==> src/rtl/fcl_pkg.sv <==
// Constants, field layouts and carrier types for the fuse configuration loader
package fcl_pkg;
	localparam logic [3:0] FUSE_WDT      = 4'h0;
	localparam logic [3:0] FUSE_BOD      = 4'h1;
	localparam logic [3:0] FUSE_OSC      = 4'h2;
	localparam logic [3:0] FUSE_TIMER    = 4'h4;
	localparam logic [3:0] FUSE_SYS0     = 4'h5;
	localparam logic [3:0] FUSE_SYS1     = 4'h6;
	localparam logic [3:0] FUSE_APP_END  = 4'h7;
	localparam logic [3:0] FUSE_BOOT_END = 4'h8;
	localparam logic [3:0] FUSE_LOCK     = 4'hA;
	localparam logic [3:0] FUSE_LAST     = 4'hA;
	localparam logic [3:0] REG_STATUS    = 4'hC;
	localparam int         FUSE_COUNT    = 11;

	localparam logic [7:0] SYS0_RESET = 8'hC4;
	localparam logic [7:0] OSC_RESET  = 8'h02;
	localparam logic [7:0] SYS1_RESET = 8'h07;
	localparam logic [7:0] LOCK_KEY   = 8'hC5;

	localparam logic [1:0] FREQ_16MHZ = 2'h1;
	localparam logic [1:0] FREQ_20MHZ = 2'h2;
	localparam logic [1:0] PIN_GPIO   = 2'h0;
	localparam logic [1:0] PIN_DEBUG  = 2'h1;
	localparam logic [1:0] PIN_RESET  = 2'h2;
	localparam logic [1:0] SCAN_NONE  = 2'h3;

	localparam int OSC_LOCK_BIT = 7;
	localparam int KEEP_EE_BIT  = 0;
	localparam int STS_LOADED   = 0;
	localparam int STS_RELEASED = 1;
	localparam int STS_PIN_HOLD = 2;
	localparam int STS_LOCKED   = 3;

	localparam int CLK_HZ             = 20_000_000;
	localparam int STARTUP_UNIT_MS    = 1;
	localparam int MS_CYCLES          = CLK_HZ / 1000 * STARTUP_UNIT_MS;
	localparam int PIN_HOLD_SLOW      = 768;
	localparam int PIN_HOLD_W         = 10;
	localparam int STARTUP_W          = 7;

	typedef struct packed {
		logic [3:0] window;
		logic [3:0] period;
	} fcl_wdt_t;

	typedef struct packed {
		logic [2:0] threshold;
		logic       sample_rate;
		logic [1:0] active_mode;
		logic [1:0] sleep_mode;
	} fcl_bod_t;

	function automatic logic [7:0] fcl_fuse_default(input int idx);
		case (idx)
			FUSE_OSC:  return OSC_RESET;
			FUSE_SYS0: return SYS0_RESET;
			FUSE_SYS1: return SYS1_RESET;
			default:   return 8'h00;
		endcase
	endfunction : fcl_fuse_default
endpackage : fcl_pkg

==> src/rtl/fcl_tick_divider.sv <==
// Enable pulse generator: one pulse every DIV cycles while running
`timescale 1ns/100ps
`default_nettype none
module fcl_tick_divider #(
	parameter int DIV = 20000
) (
	// Clock and reset
	input  wire logic clk,
	input  wire logic rst_n,
	// Control
	input  wire logic run,
	output logic      tick
);
	localparam int W = $clog2(DIV + 1);
	logic [W-1:0] count;

	always_ff @(posedge clk or negedge rst_n) begin
		if (!rst_n) begin
			count <= '0;
			tick  <= 1'b0;
		end else if (!run) begin
			count <= '0;
			tick  <= 1'b0;
		end else if (count == W'(DIV - 1)) begin
			count <= '0;
			tick  <= 1'b1;
		end else begin
			count <= count + 1'b1;
			tick  <= 1'b0;
		end
	end
endmodule : fcl_tick_divider
`default_nettype wire

==> src/rtl/fcl_down_counter.sv <==
// Loadable down counter stepped by an enable pulse
`timescale 1ns/100ps
`default_nettype none
module fcl_down_counter #(
	parameter int W = 10
) (
	// Clock and reset
	input  wire logic         clk,
	input  wire logic         rst_n,
	// Control
	input  wire logic         load,
	input  wire logic [W-1:0] load_value,
	input  wire logic         step,
	output logic              busy
);
	logic [W-1:0] count;

	always_ff @(posedge clk or negedge rst_n) begin
		if (!rst_n)
			count <= '0;
		else if (load)
			count <= load_value;
		else if (step && count != '0)
			count <= count - 1'b1;
	end

	assign busy = (count != '0);
endmodule : fcl_down_counter
`default_nettype wire

==> src/rtl/fcl_loader.sv <==
// Fuse configuration loader: fetches fuses after reset and drives unit settings
`timescale 1ns/100ps
`default_nettype none
module fcl_loader
	import fcl_pkg::*;
#(
	parameter int         MS_DIV       = fcl_pkg::MS_CYCLES,
	parameter int         CAL_W        = 8,
	parameter logic [8:0] FLASH_BLOCKS = 9'h040
) (
	// Clock and reset
	input  wire logic               clk,
	input  wire logic               rst_n,
	// Avalon-MM slave, word addressed
	input  wire logic [3:0]         avs_address,
	input  wire logic               avs_read,
	input  wire logic               avs_write,
	input  wire logic [31:0]        avs_writedata,
	input  wire logic [3:0]         avs_byteenable,
	output logic [31:0]             avs_readdata,
	output logic                    avs_waitrequest,
	// Fuse storage read port, data one cycle after the strobe
	output logic                    fuse_rd,
	output logic [3:0]              fuse_addr,
	input  wire logic [7:0]         fuse_rdata,
	// Factory calibration values
	input  wire logic [CAL_W-1:0]   cal16_main,
	input  wire logic [CAL_W-1:0]   cal16_temp,
	input  wire logic [CAL_W-1:0]   cal20_main,
	input  wire logic [CAL_W-1:0]   cal20_temp,
	// Watchdog and brown-out settings
	output fcl_pkg::fcl_wdt_t       wdt_cfg,
	output fcl_pkg::fcl_bod_t       bod_cfg,
	// Main oscillator settings
	output logic                    osc_calib_lock,
	output logic [1:0]              osc_frequency_select,
	output logic [CAL_W-1:0]        osc_main_calibration,
	output logic [CAL_W-1:0]        osc_temp_calibration,
	// Control timer
	input  wire logic               debug_entry,
	input  wire logic               fault_on_debug,
	output logic [7:0]              timer_fault_control,
	output logic [3:0]              compare_pin_enable,
	output logic [3:0]              compare_default_level,
	output logic                    compare_level_load,
	// Memory scan and partitioning
	output logic [1:0]              scan_region_select,
	output logic                    scan_enable,
	output logic [8:0]              boot_section_end,
	output logic [8:0]              app_code_end,
	// Shared pin
	input  wire logic               slow_osc_tick,
	output logic [1:0]              shared_pin_function,
	output logic                    pin_out_disable,
	// Erase, lock and debug port
	input  wire logic               chip_erase_req,
	output logic                    eeprom_erase,
	output logic                    eeprom_keep_on_erase,
	output logic                    locked,
	input  wire logic               dbg_bus_req,
	input  wire logic               dbg_sib_req,
	output logic                    dbg_bus_grant,
	output logic                    dbg_sib_grant,
	// Processor start
	output logic                    cpu_release
);
	typedef enum logic [2:0] {LD_ISSUE, LD_CAPTURE, LD_APPLY, LD_DELAY, LD_RUN} fcl_state_t;

	fcl_state_t           state;
	logic [7:0]           shadow [FUSE_COUNT];
	logic [3:0]           idx;
	logic                 loaded;
	logic                 ms_tick;
	logic                 delay_busy;
	logic                 delay_load;
	logic [STARTUP_W-1:0] delay_ms;
	logic                 hold_load;
	logic                 hold_started;
	logic                 hold_busy;
	logic                 req;
	logic [7:0]           fuse_wdt;
	logic [7:0]           fuse_bod;
	logic [7:0]           fuse_osc;
	logic [7:0]           fuse_sys0;
	logic [2:0]           startup_delay_select;

	assign fuse_wdt  = shadow[FUSE_WDT];
	assign fuse_bod  = shadow[FUSE_BOD];
	assign fuse_osc  = shadow[FUSE_OSC];
	assign fuse_sys0 = shadow[FUSE_SYS0];
	assign startup_delay_select       = shadow[FUSE_SYS1][2:0];
	assign req       = avs_read || avs_write;

	// Fetch sequence, then apply, then start-up delay
	always_ff @(posedge clk or negedge rst_n) begin
		if (!rst_n) begin
			state     <= LD_ISSUE;
			idx       <= 4'h0;
			fuse_rd   <= 1'b0;
			fuse_addr <= 4'h0;
			loaded    <= 1'b0;
		end else begin
			case (state)
				LD_ISSUE: begin
					fuse_rd   <= 1'b1;
					fuse_addr <= idx;
					state     <= LD_CAPTURE;
				end
				LD_CAPTURE: begin
					fuse_rd <= 1'b0;
					if (!fuse_rd) begin
						if (idx == FUSE_LAST) begin
							state <= LD_APPLY;
						end else begin
							idx   <= idx + 4'h1;
							state <= LD_ISSUE;
						end
					end
				end
				LD_APPLY: begin
					loaded <= 1'b1;
					state  <= LD_DELAY;
				end
				LD_DELAY: begin
					if (!delay_load && !delay_busy)
						state <= LD_RUN;
				end
				LD_RUN:  state <= LD_RUN;
				default: state <= LD_ISSUE;
			endcase
		end
	end

	// Fuse shadows; only the lock byte is writable from the bus
	always_ff @(posedge clk or negedge rst_n) begin
		if (!rst_n) begin
			for (int i = 0; i < FUSE_COUNT; i++)
				shadow[i] <= fcl_fuse_default(i);
		end else if (state == LD_CAPTURE && !fuse_rd) begin
			shadow[idx] <= fuse_rdata;
		end else if (avs_write && !avs_waitrequest && avs_address == FUSE_LOCK
				&& avs_byteenable[0]) begin
			shadow[FUSE_LOCK] <= avs_writedata[7:0];
		end
	end

	// Watchdog, brown-out and oscillator settings
	always_ff @(posedge clk or negedge rst_n) begin
		if (!rst_n) begin
			wdt_cfg              <= '0;
			bod_cfg              <= '0;
			osc_calib_lock       <= 1'b0;
			osc_frequency_select <= FREQ_20MHZ;
			osc_main_calibration <= '0;
			osc_temp_calibration <= '0;
		end else if (state == LD_APPLY) begin
			wdt_cfg.window       <= fuse_wdt[7:4];
			wdt_cfg.period       <= fuse_wdt[3:0];
			bod_cfg.threshold    <= fuse_bod[7:5];
			bod_cfg.sample_rate  <= fuse_bod[4];
			bod_cfg.active_mode  <= fuse_bod[3:2];
			bod_cfg.sleep_mode   <= fuse_bod[1:0];
			osc_calib_lock       <= fuse_osc[OSC_LOCK_BIT];
			osc_frequency_select <= fuse_osc[1:0];
			// Reserved codes leave the calibration untouched
			if (fuse_osc[1:0] == FREQ_16MHZ) begin
				osc_main_calibration <= cal16_main;
				osc_temp_calibration <= cal16_temp;
			end else if (fuse_osc[1:0] == FREQ_20MHZ) begin
				osc_main_calibration <= cal20_main;
				osc_temp_calibration <= cal20_temp;
			end
		end
	end

	// Control timer fault defaults
	always_ff @(posedge clk or negedge rst_n) begin
		if (!rst_n) begin
			timer_fault_control   <= 8'h00;
			compare_pin_enable    <= 4'h0;
			compare_default_level <= 4'h0;
			compare_level_load    <= 1'b0;
		end else begin
			compare_level_load <= (state == LD_APPLY)
				|| (loaded && debug_entry && fault_on_debug);
			if (state == LD_APPLY) begin
				timer_fault_control   <= shadow[FUSE_TIMER];
				compare_pin_enable    <= shadow[FUSE_TIMER][7:4];
				compare_default_level <= shadow[FUSE_TIMER][3:0];
			end
		end
	end

	// Scan region, flash partition and shared pin function
	always_ff @(posedge clk or negedge rst_n) begin
		if (!rst_n) begin
			scan_region_select   <= SCAN_NONE;
			scan_enable          <= 1'b0;
			boot_section_end     <= FLASH_BLOCKS;
			app_code_end         <= FLASH_BLOCKS;
			shared_pin_function  <= PIN_DEBUG;
			eeprom_keep_on_erase <= 1'b0;
		end else if (state == LD_APPLY) begin
			scan_region_select   <= fuse_sys0[7:6];
			scan_enable          <= (fuse_sys0[7:6] != SCAN_NONE);
			eeprom_keep_on_erase <= fuse_sys0[KEEP_EE_BIT];
			// Reserved pin code falls back to the debug port to keep access
			if (fuse_sys0[3:2] == PIN_GPIO || fuse_sys0[3:2] == PIN_RESET)
				shared_pin_function <= fuse_sys0[3:2];
			else
				shared_pin_function <= PIN_DEBUG;
			if (shadow[FUSE_BOOT_END] == 8'h00) begin
				boot_section_end <= FLASH_BLOCKS;
				app_code_end     <= FLASH_BLOCKS;
			end else begin
				boot_section_end <= {1'b0, shadow[FUSE_BOOT_END]};
				if (shadow[FUSE_APP_END] == 8'h00)
					app_code_end <= FLASH_BLOCKS;
				else
					app_code_end <= {1'b0, shadow[FUSE_APP_END]};
			end
		end
	end

	// Shared pin output hold after every reset
	always_ff @(posedge clk or negedge rst_n) begin
		if (!rst_n)
			hold_started <= 1'b0;
		else
			hold_started <= 1'b1;
	end

	assign hold_load = !hold_started;

	fcl_down_counter #(.W(PIN_HOLD_W)) u_pin_hold (
		.clk        (clk),
		.rst_n      (rst_n),
		.load       (hold_load),
		.load_value (PIN_HOLD_W'(PIN_HOLD_SLOW)),
		.step       (slow_osc_tick),
		.busy       (hold_busy)
	);

	// Driver stays off until the function is known, then through the hold when the function is GPIO
	always_ff @(posedge clk or negedge rst_n) begin
		if (!rst_n)
			pin_out_disable <= 1'b1;
		else
			pin_out_disable <= !loaded || hold_load
				|| (hold_busy && shared_pin_function == PIN_GPIO);
	end

	// Start-up delay in milliseconds
	always_comb begin
		delay_ms = '0;
		if (startup_delay_select != 3'h0)
			delay_ms = STARTUP_W'(1) << (startup_delay_select - 3'h1);
	end

	assign delay_load = (state == LD_APPLY);

	fcl_tick_divider #(.DIV(MS_DIV)) u_ms_div (
		.clk   (clk),
		.rst_n (rst_n),
		.run   (state == LD_DELAY),
		.tick  (ms_tick)
	);

	fcl_down_counter #(.W(STARTUP_W)) u_startup (
		.clk        (clk),
		.rst_n      (rst_n),
		.load       (delay_load),
		.load_value (delay_ms),
		.step       (ms_tick),
		.busy       (delay_busy)
	);

	always_ff @(posedge clk or negedge rst_n) begin
		if (!rst_n)
			cpu_release <= 1'b0;
		else
			cpu_release <= (state == LD_RUN);
	end

	// Lock state, erase and debug gating
	always_ff @(posedge clk or negedge rst_n) begin
		if (!rst_n) begin
			locked        <= 1'b1;
			eeprom_erase  <= 1'b0;
			dbg_bus_grant <= 1'b0;
			dbg_sib_grant <= 1'b0;
		end else begin
			locked        <= !loaded || (shadow[FUSE_LOCK] != LOCK_KEY);
			eeprom_erase  <= chip_erase_req
				&& (!eeprom_keep_on_erase || locked);
			dbg_bus_grant <= dbg_bus_req && !locked;
			dbg_sib_grant <= dbg_sib_req;
		end
	end

	// Avalon slave: every access answers on the second edge
	always_ff @(posedge clk or negedge rst_n) begin
		if (!rst_n) begin
			avs_waitrequest <= 1'b1;
			avs_readdata    <= 32'h0000_0000;
		end else begin
			avs_waitrequest <= !(req && avs_waitrequest);
			if (avs_read && avs_waitrequest) begin
				if (avs_address <= FUSE_LAST)
					avs_readdata <= {24'h00_0000, shadow[avs_address]};
				else if (avs_address == REG_STATUS)
					avs_readdata <= {28'h000_0000, locked, pin_out_disable,
						cpu_release, loaded};
				else
					avs_readdata <= 32'h0000_0000;
			end
		end
	end

	property p_wdt_window;
		@(posedge clk) disable iff (!rst_n)
		(state == LD_APPLY) |=> (wdt_cfg.window == $past(fuse_wdt[7:4]));
	endproperty
	a_wdt_window: assert property (p_wdt_window) else $error("window not loaded");

	property p_wdt_period;
		@(posedge clk) disable iff (!rst_n)
		(state == LD_APPLY) |=> (wdt_cfg.period == $past(fuse_wdt[3:0]));
	endproperty
	a_wdt_period: assert property (p_wdt_period) else $error("period not loaded");

	property p_bod;
		@(posedge clk) disable iff (!rst_n)
		(state == LD_APPLY) |=> (bod_cfg == $past(fuse_bod));
	endproperty
	a_bod: assert property (p_bod) else $error("brown-out fields wrong");

	property p_cal20;
		@(posedge clk) disable iff (!rst_n)
		(state == LD_APPLY && fuse_osc[1:0] == FREQ_20MHZ)
			|=> (osc_main_calibration == $past(cal20_main));
	endproperty
	a_cal20: assert property (p_cal20) else $error("20 MHz calibration wrong");

	property p_timer;
		@(posedge clk) disable iff (!rst_n)
		(state == LD_APPLY) |=> (timer_fault_control == $past(shadow[FUSE_TIMER]))
			&& compare_level_load;
	endproperty
	a_timer: assert property (p_timer) else $error("timer fault defaults wrong");

	property p_pin_hold;
		@(posedge clk) disable iff (!rst_n)
		(hold_busy && shared_pin_function == PIN_GPIO) |=> pin_out_disable;
	endproperty
	a_pin_hold: assert property (p_pin_hold) else $error("pin driven during hold");

	property p_erase_locked;
		@(posedge clk) disable iff (!rst_n)
		(chip_erase_req && locked) |=> eeprom_erase;
	endproperty
	a_erase_locked: assert property (p_erase_locked) else $error("locked erase kept EEPROM");

	property p_lock_key;
		@(posedge clk) disable iff (!rst_n)
		(loaded && shadow[FUSE_LOCK] != LOCK_KEY) |=> locked;
	endproperty
	a_lock_key: assert property (p_lock_key) else $error("invalid key left unlocked");

	property p_dbg_gate;
		@(posedge clk) disable iff (!rst_n)
		dbg_bus_grant |-> !$past(locked);
	endproperty
	a_dbg_gate: assert property (p_dbg_gate) else $error("bus granted while locked");

	property p_release;
		@(posedge clk) disable iff (!rst_n)
		$rose(cpu_release) |-> loaded && !delay_busy;
	endproperty
	a_release: assert property (p_release) else $error("released before load");
endmodule : fcl_loader
`default_nettype wire

==> config.mk <==
export PLATFORM = sky130hd
export DESIGN_NAME = fcl_loader
export DESIGN_NICKNAME = d
export VERILOG_FILES = /design/src/rtl/fcl_pkg.sv /design/src/rtl/fcl_tick_divider.sv /design/src/rtl/fcl_down_counter.sv /design/src/rtl/fcl_loader.sv
export SDC_FILE = /design/constraint.sdc
export NUM_CORES = 1
export LEC_CHECK = 0
export BUFFER_PORTS_ARGS = -buffer_cell sky130_fd_sc_hd__buf_4
export CORE_ASPECT_RATIO = 0.8
export CORE_MARGIN = 4
export CORE_UTILIZATION = 59
export DETAILED_ROUTE_END_ITERATION = 10
export GPL_TIMING_DRIVEN = 0
export PLACE_DENSITY = 0.83
export SLEW_MARGIN = 10
export SYNTH_ARGS = -nofsm -noshare
export SYNTH_HDL_FRONTEND = slang
export SYNTH_SLANG_ARGS = --single-unit
export TNS_END_PERCENT = 10
==> constraint.sdc <==
create_clock -name clk -period 3.85 [get_ports clk]
set_clock_uncertainty 0.2 [all_clocks]
set_input_delay 0.385 -clock clk [delete_from_list [all_inputs] [get_ports clk]]
set_output_delay 0.385 -clock clk [all_outputs]
set_load 0.005 [all_outputs]
==> results of run 1 <==
where the power goes:
group          leakage, nW  internal, W  total, W  switching [W]
combinational         2.97      0.00114   0.00231        0.00117
sequential            2.57      0.00281   0.00321       0.000394
clock                0.332      0.00118   0.00201       0.000834
worst register-to-register path: stages, from the launching register on:
cell and delay [ns]:
dfrtp_1 0.37, buf_6 0.14, or4b_4 0.58, nor2_1 0.76, a22o_1 0.27, dlygate4sd3_1 0.55
a21o_1 0.08
timing repair:
item	in CTS	in global routing
endpoints found under the hold margin	124	0
hold buffers	33	0
endpoints found under the setup margin	0	0
layout make-up:
cell class | count | area, µm² | share of cell area
Timing Repair Buffer | 188 | 1520 | 0.121
Inverter | 17 | 63.8 | 0.00507
Buffer | 77 | 445 | 0.0354
Clock buffer | 37 | 668 | 0.0531
Tap cell | 220 | 275 | 0.0219
Sequential cell | 216 | 5430 | 0.431
Multi-Input combinational cell | 584 | 4180 | 0.332
Clock inverter | 2 | 10.0 | 0.000795
synthesized netlist by cell type (all sizes together), types with 6 or more instances:
cell / n
a22oi: 8
nand3: 14
ha: 10
xor2: 8
nand2: 144
nand3b: 6
nor2: 48
nand2b: 8
a22o: 15
nand4: 8
nor4: 8
dfstp: 16
mux2: 93
clkbuf: 25
a31oi: 7
o21ai: 14
buf: 52
xnor2: 13
mux4: 16
and2: 7
nor3: 11
dfrtp: 200
nor3b: 8
mux2i: 29
a21o: 8
a21oi: 32
inv: 17
stage by stage:
stage | worst slack (ns) | std cells | utilization
after floorplan | 1.64 | 894 | -
after global placement | 0.653 | 1268 | 0.695
after detailed placement | 1.20 | 1269 | 0.697
after CTS | 0.868 | 1341 | 0.758
after global routing | 0.743 | 1341 | 0.758
final | 0.835 | 1341 | 0.758
placed cells by master (no fill, tap or decap), drive strengths merged, types with 17 or more instances in the layout:
master,n
mux2i,29
conb,27
mux2,93
a21oi,32
nor2,48
clkbuf,62
dfrtp,200
inv,17
dlygate4sd3,33
buf,207
nand2,144
worst min path at each step:
stage | to | cells past startpoint | from | slack [ns]
6_report | shadow[3]$_DFFE_PN0P_ | 3 | fuse_rdata[3] | 0.008
2_1_floorplan | app_code_end[0]$_DFFE_PN0P_ | 0 | rst_n | -0.11
5_1_grt | shadow[5]$_DFFE_PN0P_ | 3 | fuse_rdata[5] | 0.009
4_1_cts | shadow[4]$_DFFE_PN0P_ | 3 | fuse_rdata[4] | 0.001
3_5_place_dp | scan_region_select[1]$_DFFE_PN1P_ | 2 | scan_region_select[1]$_DFFE_PN1P_ | 0.26
3_3_place_gp | scan_region_select[0]$_DFFE_PN1P_ | 2 | scan_region_select[0]$_DFFE_PN1P_ | 0.25
cell families (layout without fill, tap and decap cells):
| family | after synthesis | after routing | share of synthesized area |
|---|---|---|---|
| xor+xnor | 21 | 21 | 0.0184 |
| buf+inv | 94 | 321 | 0.0509 |
| compound gates | 102 | 102 | 0.0677 |
| flops | 216 | 216 | 0.542 |
| simple gates | 286 | 286 | 0.138 |
| other cells | 2 | 27 | 0.000750 |
| mux | 138 | 138 | 0.170 |
| fa+ha+maj | 10 | 10 | 0.0125 |
per-layer routing:
metal | track usage | routed length [µm]
met1 | 0.389 | 11100
met2 | 0.444 | 12700
met3 | 0.0587 | 2140
met4 | 0.0800 | 782
met5 | 0 | 0
==> flow_summary.yaml, run 1 <==
place:
  post_dp_cell_area_mm2: 0.0116
  dpl.hpwl_um: 18000
  io_buffers: 154
  finalWeightedCongestion: 0.917
detailed_routing:
  via_per_inst: 5.83
  wl_um: 26700
  vias: 7816
  wl_per_cell_um: 19.9
  drt_iter0_drc: 624
  firstDrtPassIters: 5
  ant_nets: 0
  drc: 0
clock_tree:
  cts_inserted_buffers: 22
  clk_path_buf_depth: 3
  tritoncts: "built"
  cts-root-buf: "clkbuf_16"
  clock_sinks: 216
  clk_latency_ns: 0.50
  post_cts_buffers: 0
  clkSlewWorstSetupHoldPaths_ns: 0.06
  post_cts_resized: 0
  htree_levels: 1
worst_setup_path:
  max_stage_delay_ns: 0.76
  rr_endpoint: "shadow[6]$_DFFE_PN0P_"
  crit_path_end_kind: "flop"
  reg2reg_from: "state[2]$_DFFE_PN0P_"
  reg2reg_setup_slack_ns: 0.83
  path_depth: 6
  setup.worst_path.class: "flop to flop"
  path_buf_inv: 2
  endpoint: "shadow[6]$_DFFE_PN0P_"
  cp_top_family: "simple AND/OR/NAND/NOR gates"
  crit_slowest_cell: "nor2_1"
  critPathMaxFanout: 10
  reg2reg_depth: 6
  crit_arrival_ns: 3.25
  start_kind: "flop"
  crit_chain: "buf_6 > or4b_4 > nor2_1 > a22o_1 > dlygate4sd3_1 > a21o_1"
  crit_start: "state[2]$_DFFE_PN0P_"
  worst_ep_required_time_ns: 4.08
final_layout:
  fin_nets: 1206
  antenna_cells: 0
  area_growth_pct: 25.7
  fillCellCount: 1097
  regMostFlops: "shadow"
  reg_top3: "shadow x56, u_ms_div.count x15, u_pin_hold.count x10"
  largest_reg_flops: 56
  drive_gt1_frac: 0.335
  design_area_mm2: 0.0126
timing:
  relSlewSlack: 0.344
  hold_violations: 0
  worst_pin_slew_ns: 0.981
  fmax_mhz: 332
  min_period_over_period: 0.783
  finalMaxSlewViolations: 0
  fin_tns_setup_ns: 0
  holdWs_ns: 0.00842
  finalSetupViolCount: 0
  period_needed_ns: 3.02
  grt_setup_unrepaired: "no"
logic_synthesis:
  synth_top_area_share: 0.500
  synth_cells: 869
  synth_edf_count: 0
  synth.area.top_cells: "dfrtp_1 (50%), mux2_2 (10%), nand2_1 (5.2%)"
  synth_area_mm2: 0.0100
  synthArstFlopShare: 1.00
  synth_top_cell_by_area: "dfrtp_1"
  ys.flop_type: "dfrtp_1"
  synth-seq-cells: 216
  ys_warn_count: 0
  synth-seq-area-share: 0.542
  avgSynthCellArea_um2: 11.5
  netlist-cell-type-count: 62
floorplanning:
  die_x_um: 154
  rows: 42
  io_pins: 210
  start_util: 0.603
  core_mm2: 0.0166
  dieArea_mm2: 0.0191
  die_y_um: 125
global_routing:
  grt_start_max_net_pins: 113
  gr-total-overflow: 0
  antenna_found_initial: 0
  grt_pass1_vias: 7926
  gr-usage-all-layers: 0.278
  grt_pass1_wl_um: 43000
flow_run:
  max-cap-violations: 0
power:
  total_power_w: 0.00752
  leakage_nw: 5.87
  power_density_mw_per_mm2: 598
  peakVddDrop_mv: 0.373
hold_path:
  hp-class: "input pin to flop"
outcome:
  status: "finished clean"
(Power assumes the default switching activity.)
==> inputs of run 2 (changes only) <==
--- a/config.mk
+++ b/config.mk
@@ -8,10 +8,10 @@
 export BUFFER_PORTS_ARGS = -buffer_cell sky130_fd_sc_hd__buf_4
 export CORE_ASPECT_RATIO = 0.8
 export CORE_MARGIN = 4
-export CORE_UTILIZATION = 59
+export CORE_UTILIZATION = 55
 export DETAILED_ROUTE_END_ITERATION = 10
 export GPL_TIMING_DRIVEN = 0
-export PLACE_DENSITY = 0.83
+export PLACE_DENSITY = 0.78
 export SLEW_MARGIN = 10
 export SYNTH_ARGS = -nofsm -noshare
 export SYNTH_HDL_FRONTEND = slang
==> constraint.sdc (replaced) <==
create_clock -name clk -period 2.9 [get_ports clk]
set_clock_uncertainty 0.2 [all_clocks]
set_input_delay 0.29 -clock clk [delete_from_list [all_inputs] [get_ports clk]]
set_output_delay 0.29 -clock clk [all_outputs]
set_load 0.005 [all_outputs]
==> run 2 against run 1 <==
Against the previous run: first-iteration DRC count grew 13%; utilization shrank 2.3 points; clock power rose by 41%; count of clock-buffer cells in the layout down 2; total power grew 34%; largest cell class unchanged; largest power group unchanged; highest routed layer unchanged.
==> flow_summary.yaml, run 2 (synthesized netlist as in run 1, its figures left out) <==
detailed_routing:
  firstDrtPassIters: 5
  wl_per_cell_um: 19.4
  wl_met3_um: 2120
  wl_um: 26700
  drt_iter0_drc: 704
  vias: 7738
  met1Wirelength_um: 11600
  ant_nets: 0
  routed.top_layer: "met4"
  met2_length_um: 12100
  via_per_inst: 5.64
  drc: 0
global_routing:
  grt_pass1_vias: 7809
  gr-total-overflow: 0
  antenna_found_initial: 0
  grt_start_max_net_pins: 109
  grt_pass1_wl_um: 42700
  gr-usage-all-layers: 0.262
worst_setup_path:
  crit_chain: "buf_6 > or4b_4 > nor2_1 > nor2_2 > a21o_1"
  max_stage_delay_ns: 0.78
  reg2reg_depth: 5
  cp_top_family: "simple AND/OR/NAND/NOR gates"
  reg2reg_setup_slack_ns: 0.26
  crit_arrival_ns: 2.83
  path_depth: 5
  start_kind: "flop"
  setup.worst_path.class: "flop to flop"
  reg2reg_from: "state[2]$_DFFE_PN0P_"
  rr_endpoint: "shadow[5]$_DFFE_PN0P_"
  crit_path_end_kind: "flop"
  endpoint: "shadow[5]$_DFFE_PN0P_"
  critPathMaxFanout: 10
  crit_slowest_cell: "nor2_1"
  worst_ep_required_time_ns: 3.09
  crit_start: "state[2]$_DFFE_PN0P_"
  path_buf_inv: 1
final_layout:
  final_cell_mix: "dfrtp_1 (200), buf_4 (189), nand2_1 (138), mux2_2 (92), dlygate4sd3_1 (58)"
  design_area_mm2: 0.0129
  drive_gt1_frac: 0.332
  antenna_cells: 0
  fin_nets: 1232
  area_growth_pct: 29.1
  regMostFlops: "shadow"
  largest_reg_flops: 56
  reg_top3: "shadow x56, u_ms_div.count x15, u_pin_hold.count x10"
  final_common_cell: "dfrtp_1"
clock_tree:
  clk_latency_ns: 0.50
  clkSlewWorstSetupHoldPaths_ns: 0.06
  cts_inserted_buffers: 22
  cts-root-buf: "clkbuf_16"
  tritoncts: "built"
  clock_sinks: 216
  htree_levels: 1
  post_cts_buffers: 0
  clk_path_buf_depth: 3
power:
  power_density_mw_per_mm2: 782
  leakage_nw: 6.02
  peakVddDrop_mv: 0.530
place:
  io_buffers: 154
  dpl.hpwl_um: 17900
  finalWeightedCongestion: 0.874
  post_dp_cell_area_mm2: 0.0116
outcome:
  status: "finished clean"
floorplanning:
  io_pins: 210
  core_mm2: 0.0176
  dieArea_mm2: 0.0204
  die_y_um: 129
  rows: 43
  start_util: 0.569
  die_x_um: 159
timing:
  fmax_mhz: 378
  period_needed_ns: 2.64
  finalSetupViolCount: 0
  fin_tns_setup_ns: 0
  worst_pin_slew_ns: 1.10
  grt_setup_unrepaired: "no"
  hold_violations: 0
  relSlewSlack: 0.265
  min_period_over_period: 0.912
  finalMaxSlewViolations: 0
hold_path:
  hp-class: "input pin to asynchronous set/reset pin"
flow_run:
  max-cap-violations: 0
run 2: cell types whose count changed in the layout (fill, tap and decap cells not counted), sizes merged:
cell         previous run  this run
buf                   207       208
dlygate4sd3            33        58
clkinv                  2         4
clkbuf                 62        60
bufinv                  0         1
run 2: how the worst min path moves through the flow:
stage / end / slack (ns) / cells past startpoint
final: u_ms_div.count[11]$_DFF_PN0_ / 0.04 / 2
after global routing: u_ms_div.count[11]$_DFF_PN0_ / 0.08 / 2
after CTS: u_ms_div.count[11]$_DFF_PN0_ / 0.04 / 2
after detailed placement: u_ms_div.count[11]$_DFF_PN0_ / -0.02 / 1
after global placement: dbg_sib_grant$_DFF_PN0_ / 0.20 / 1
after floorplan: app_code_end[0]$_DFFE_PN0P_ / -0.21 / 0
run 2: through the flow:
step	std cells	util	total power [W]	hold slack [ns]	worst slack [ns]
after floorplan	894	-	0.00570	-0.206	0.691
after global placement	1273	0.656	0.00712	0.200	-0.223
after detailed placement	1275	0.660	0.00721	-0.0228	0.239
after CTS	1373	0.735	0.0101	0.0444	0.240
after global routing	1373	0.735	0.0107	0.0795	0.0823
final	1373	0.735	0.0101	0.0413	0.255
run 2: repair_timing:
action,CTS,global route
resized for setup,0,2
hold buffers,58,0
hold endpoints to repair,169,0
endpoints found under the setup margin,0,1
run 2: cell type report:
cell class	count	area [µm²]
fill	1202	4670
clock inverter	5	61.3
sequential	216	5430
multi-input combinational	584	4180
clock buffer	35	671
inverter	17	63.8
tap	225	282
buffer	77	447
timing repair buffer	214	1800
run 2: power by group:
group	total, W	switching [W]	internal, W
registers	0.00425	0.000517	0.00374
logic	0.00303	0.00150	0.00153
clock network	0.00283	0.00115	0.00168
total	0.0101	0.00316	0.00695
run 2: metal layers:
layer / global-route usage / vias to the layer above
li1: - / 3510
met1: 0.373 / 3828
met2: 0.405 / 321
met3: 0.0628 / 79
met4: 0.0898 / 0
met5: 0 / -
==> inputs of run 3 (changes only) <==
==> constraint.sdc (replaced) <==
create_clock -name clk -period 2.9 [get_ports clk]
set_clock_uncertainty 0.2 [all_clocks]
set_input_delay 0.435 -clock clk [delete_from_list [all_inputs] [get_ports clk]]
set_output_delay 0.435 -clock clk [all_outputs]
set_load 0.005 [all_outputs]
==> run 3 against run 2 <==
Against the previous run: via count shrank 3.0%; largest power group unchanged; wire length down 5.5%; worst setup slack worse by 0.016 ns; count of clock-buffer cells in the layout unchanged; critical endpoint unchanged; global-route usage fell by 1.5 points; design area shrank 3.9%; clock power about the same; register-to-register slack worse by 0.02 ns; flip-flop and latch count unchanged; non-clock buffer count decreased by 50; sequential power hardly changed.
==> flow_summary.yaml, run 3 (synthesized netlist as in run 1, its figures left out) <==
outcome:
  status: "finished clean"
power:
  power_density_mw_per_mm2: 807
  peakVddDrop_mv: 0.531
  leakage_nw: 5.81
  total_power_w: 0.0100
  clkPwrFrac: 0.283
  switchingPower_w: 0.00312
  swShare: 0.311
  comb_power_share: 0.294
  p_int_w: 0.00690
  p_seq_frac: 0.423
detailed_routing:
  via_per_inst: 5.67
  firstDrtPassIters: 5
  wl_per_cell_um: 19.1
  ant_nets: 0
  drc: 0
  drt_iter0_drc: 708
  vias: 7505
  wl_um: 25200
worst_setup_path:
  crit_chain: "buf_6 > or4b_4 > nor2_1 > nor2_2 > a21o_1"
  setup.worst_path.class: "flop to flop"
  worst_ep_required_time_ns: 3.09
  critPathMaxFanout: 10
  crit_arrival_ns: 2.85
  crit_path_end_kind: "flop"
  max_stage_delay_ns: 0.80
  start_kind: "flop"
  crit_slowest_cell: "nor2_1"
global_routing:
  gr-usage-all-layers: 0.247
  grt_pass1_vias: 7365
  antenna_found_initial: 0
  grt_start_max_net_pins: 109
  grt_pass1_wl_um: 40400
  gr-total-overflow: 0
place:
  placedCellCount: 1275
  dpl.hpwl_um: 17900
  finalWeightedCongestion: 0.874
  preCtsSetupSlack_ns: 0.178
  io_buffers: 154
final_layout:
  final_cell_mix: "dfrtp_1 (200), buf_4 (189), nand2_1 (138), mux2_2 (92), nor2_1 (47)"
  final_common_cell: "dfrtp_1"
  reg_top3: "shadow x56, u_ms_div.count x15, u_pin_hold.count x10"
  final_util: 0.706
  drive_gt1_frac: 0.347
  fin_nets: 1182
  area_growth_pct: 24.1
  largest_reg_flops: 56
  antenna_cells: 0
  fillCellCount: 1299
  final_cell_count_no_fill: 1323
  regMostFlops: "shadow"
timing:
  worst_pin_slew_ns: 1.03
  finalMaxSlewViolations: 0
  hold_violations: 0
  worst_slack_ns: 0.239
  relSlewSlack: 0.311
  finalSetupViolCount: 0
  fin_tns_setup_ns: 0
  period_needed_ns: 2.66
  grt_setup_unrepaired: "no"
  fmax_mhz: 376
  min_period_over_period: 0.918
flow_run:
  max-cap-violations: 0
floorplanning:
  die_x_um: 159
  start_util: 0.569
  core_mm2: 0.0176
  rows: 43
  io_pins: 210
  die_y_um: 129
  dieArea_mm2: 0.0204
clock_tree:
  tritoncts: "built"
  clk_path_buf_depth: 3
  cts_inserted_buffers: 22
  htree_levels: 1
  clkSlewWorstSetupHoldPaths_ns: 0.06
  clock_sinks: 216
  clk_latency_ns: 0.50
  cts-root-buf: "clkbuf_16"
hold_path:
  hp-class: "input pin to flop"
## run 3: critical path: cells and delay by family, from the launching register on
kind	cells	cell delay, ns
and+or+nand+nor	3	1.61
DFF	1	0.37
AOI/OAI and AO/OA	1	0.24
buffers and inverters	1	0.14
## run 3: cell type report
class	count	area, µm²	share of cell area
tap	225	282	0.0227
multi-input combinational	584	4180	0.336
clock inverter	5	61.3	0.00493
timing repair buffer	164	1300	0.105
inverter	17	63.8	0.00513
clock buffer	35	671	0.0540
sequential	216	5430	0.437
buffer	77	447	0.0359
## run 3: repair_timing
item                       CTS  global route
hold endpoints to repair    41             0
buffers inserted             0             0
setup endpoints to repair    0             1
hold buffers                 8             0
gates resized for setup      0             2
## run 3: power groups by stage
| stage | sequential, W | combinational (W) | clock (W) |
|---|---|---|---|
| 3_3_place_gp | 0.00426 | 0.00286 | 0 |
| 2_1_floorplan | 0.00420 | 0.00150 | 0 |
| 6_report | 0.00424 | 0.00295 | 0.00283 |
| 4_1_cts | 0.00423 | 0.00297 | 0.00288 |
| 3_5_place_dp | 0.00428 | 0.00294 | 0 |
| 5_1_grt | 0.00432 | 0.00327 | 0.00300 |
## run 3: stage by stage
| step | instance area, µm² | hold slack [ns] |
|---|---|---|
| after floorplan | 10100 | -0.0606 |
| after global placement | 11500 | 0.248 |
| after detailed placement | 11600 | 0.122 |
| after CTS | 12400 | 0.0161 |
| after global routing | 12400 | 0.0248 |
| final | 12400 | 0.0333 |
## run 3: path summary, 6_finish.rpt
kind                                                        start                                 to  slack, ns  depth (start not counted)
worst max-delay path                         state[2]$_DFFE_PN0P_              shadow[5]$_DFFE_PN0P_       0.24                          5
worst min-delay path                             avs_writedata[4]              shadow[4]$_DFFE_PN0P_       0.03                          3
worst max register to register               state[2]$_DFFE_PN0P_              shadow[5]$_DFFE_PN0P_       0.24                          5
worst min register to register  scan_region_select[0]$_DFFE_PN1P_  scan_region_select[0]$_DFFE_PN1P_       0.26                          2
max in group asynchronous                                   rst_n                   locked$_DFF_PN1_       1.12                          4
min in group asynchronous                                   rst_n       u_ms_div.count[11]$_DFF_PN0_       0.19                          2
## run 3: per-layer routing
layer | track usage | routed length, µm | up-vias
li1 | - | - | 3414
met1 | 0.368 | 11300 | 3732
met2 | 0.379 | 11400 | 313
met3 | 0.0535 | 2090 | 46
met4 | 0.0597 | 535 | 0
met5 | 0 | 0 | -
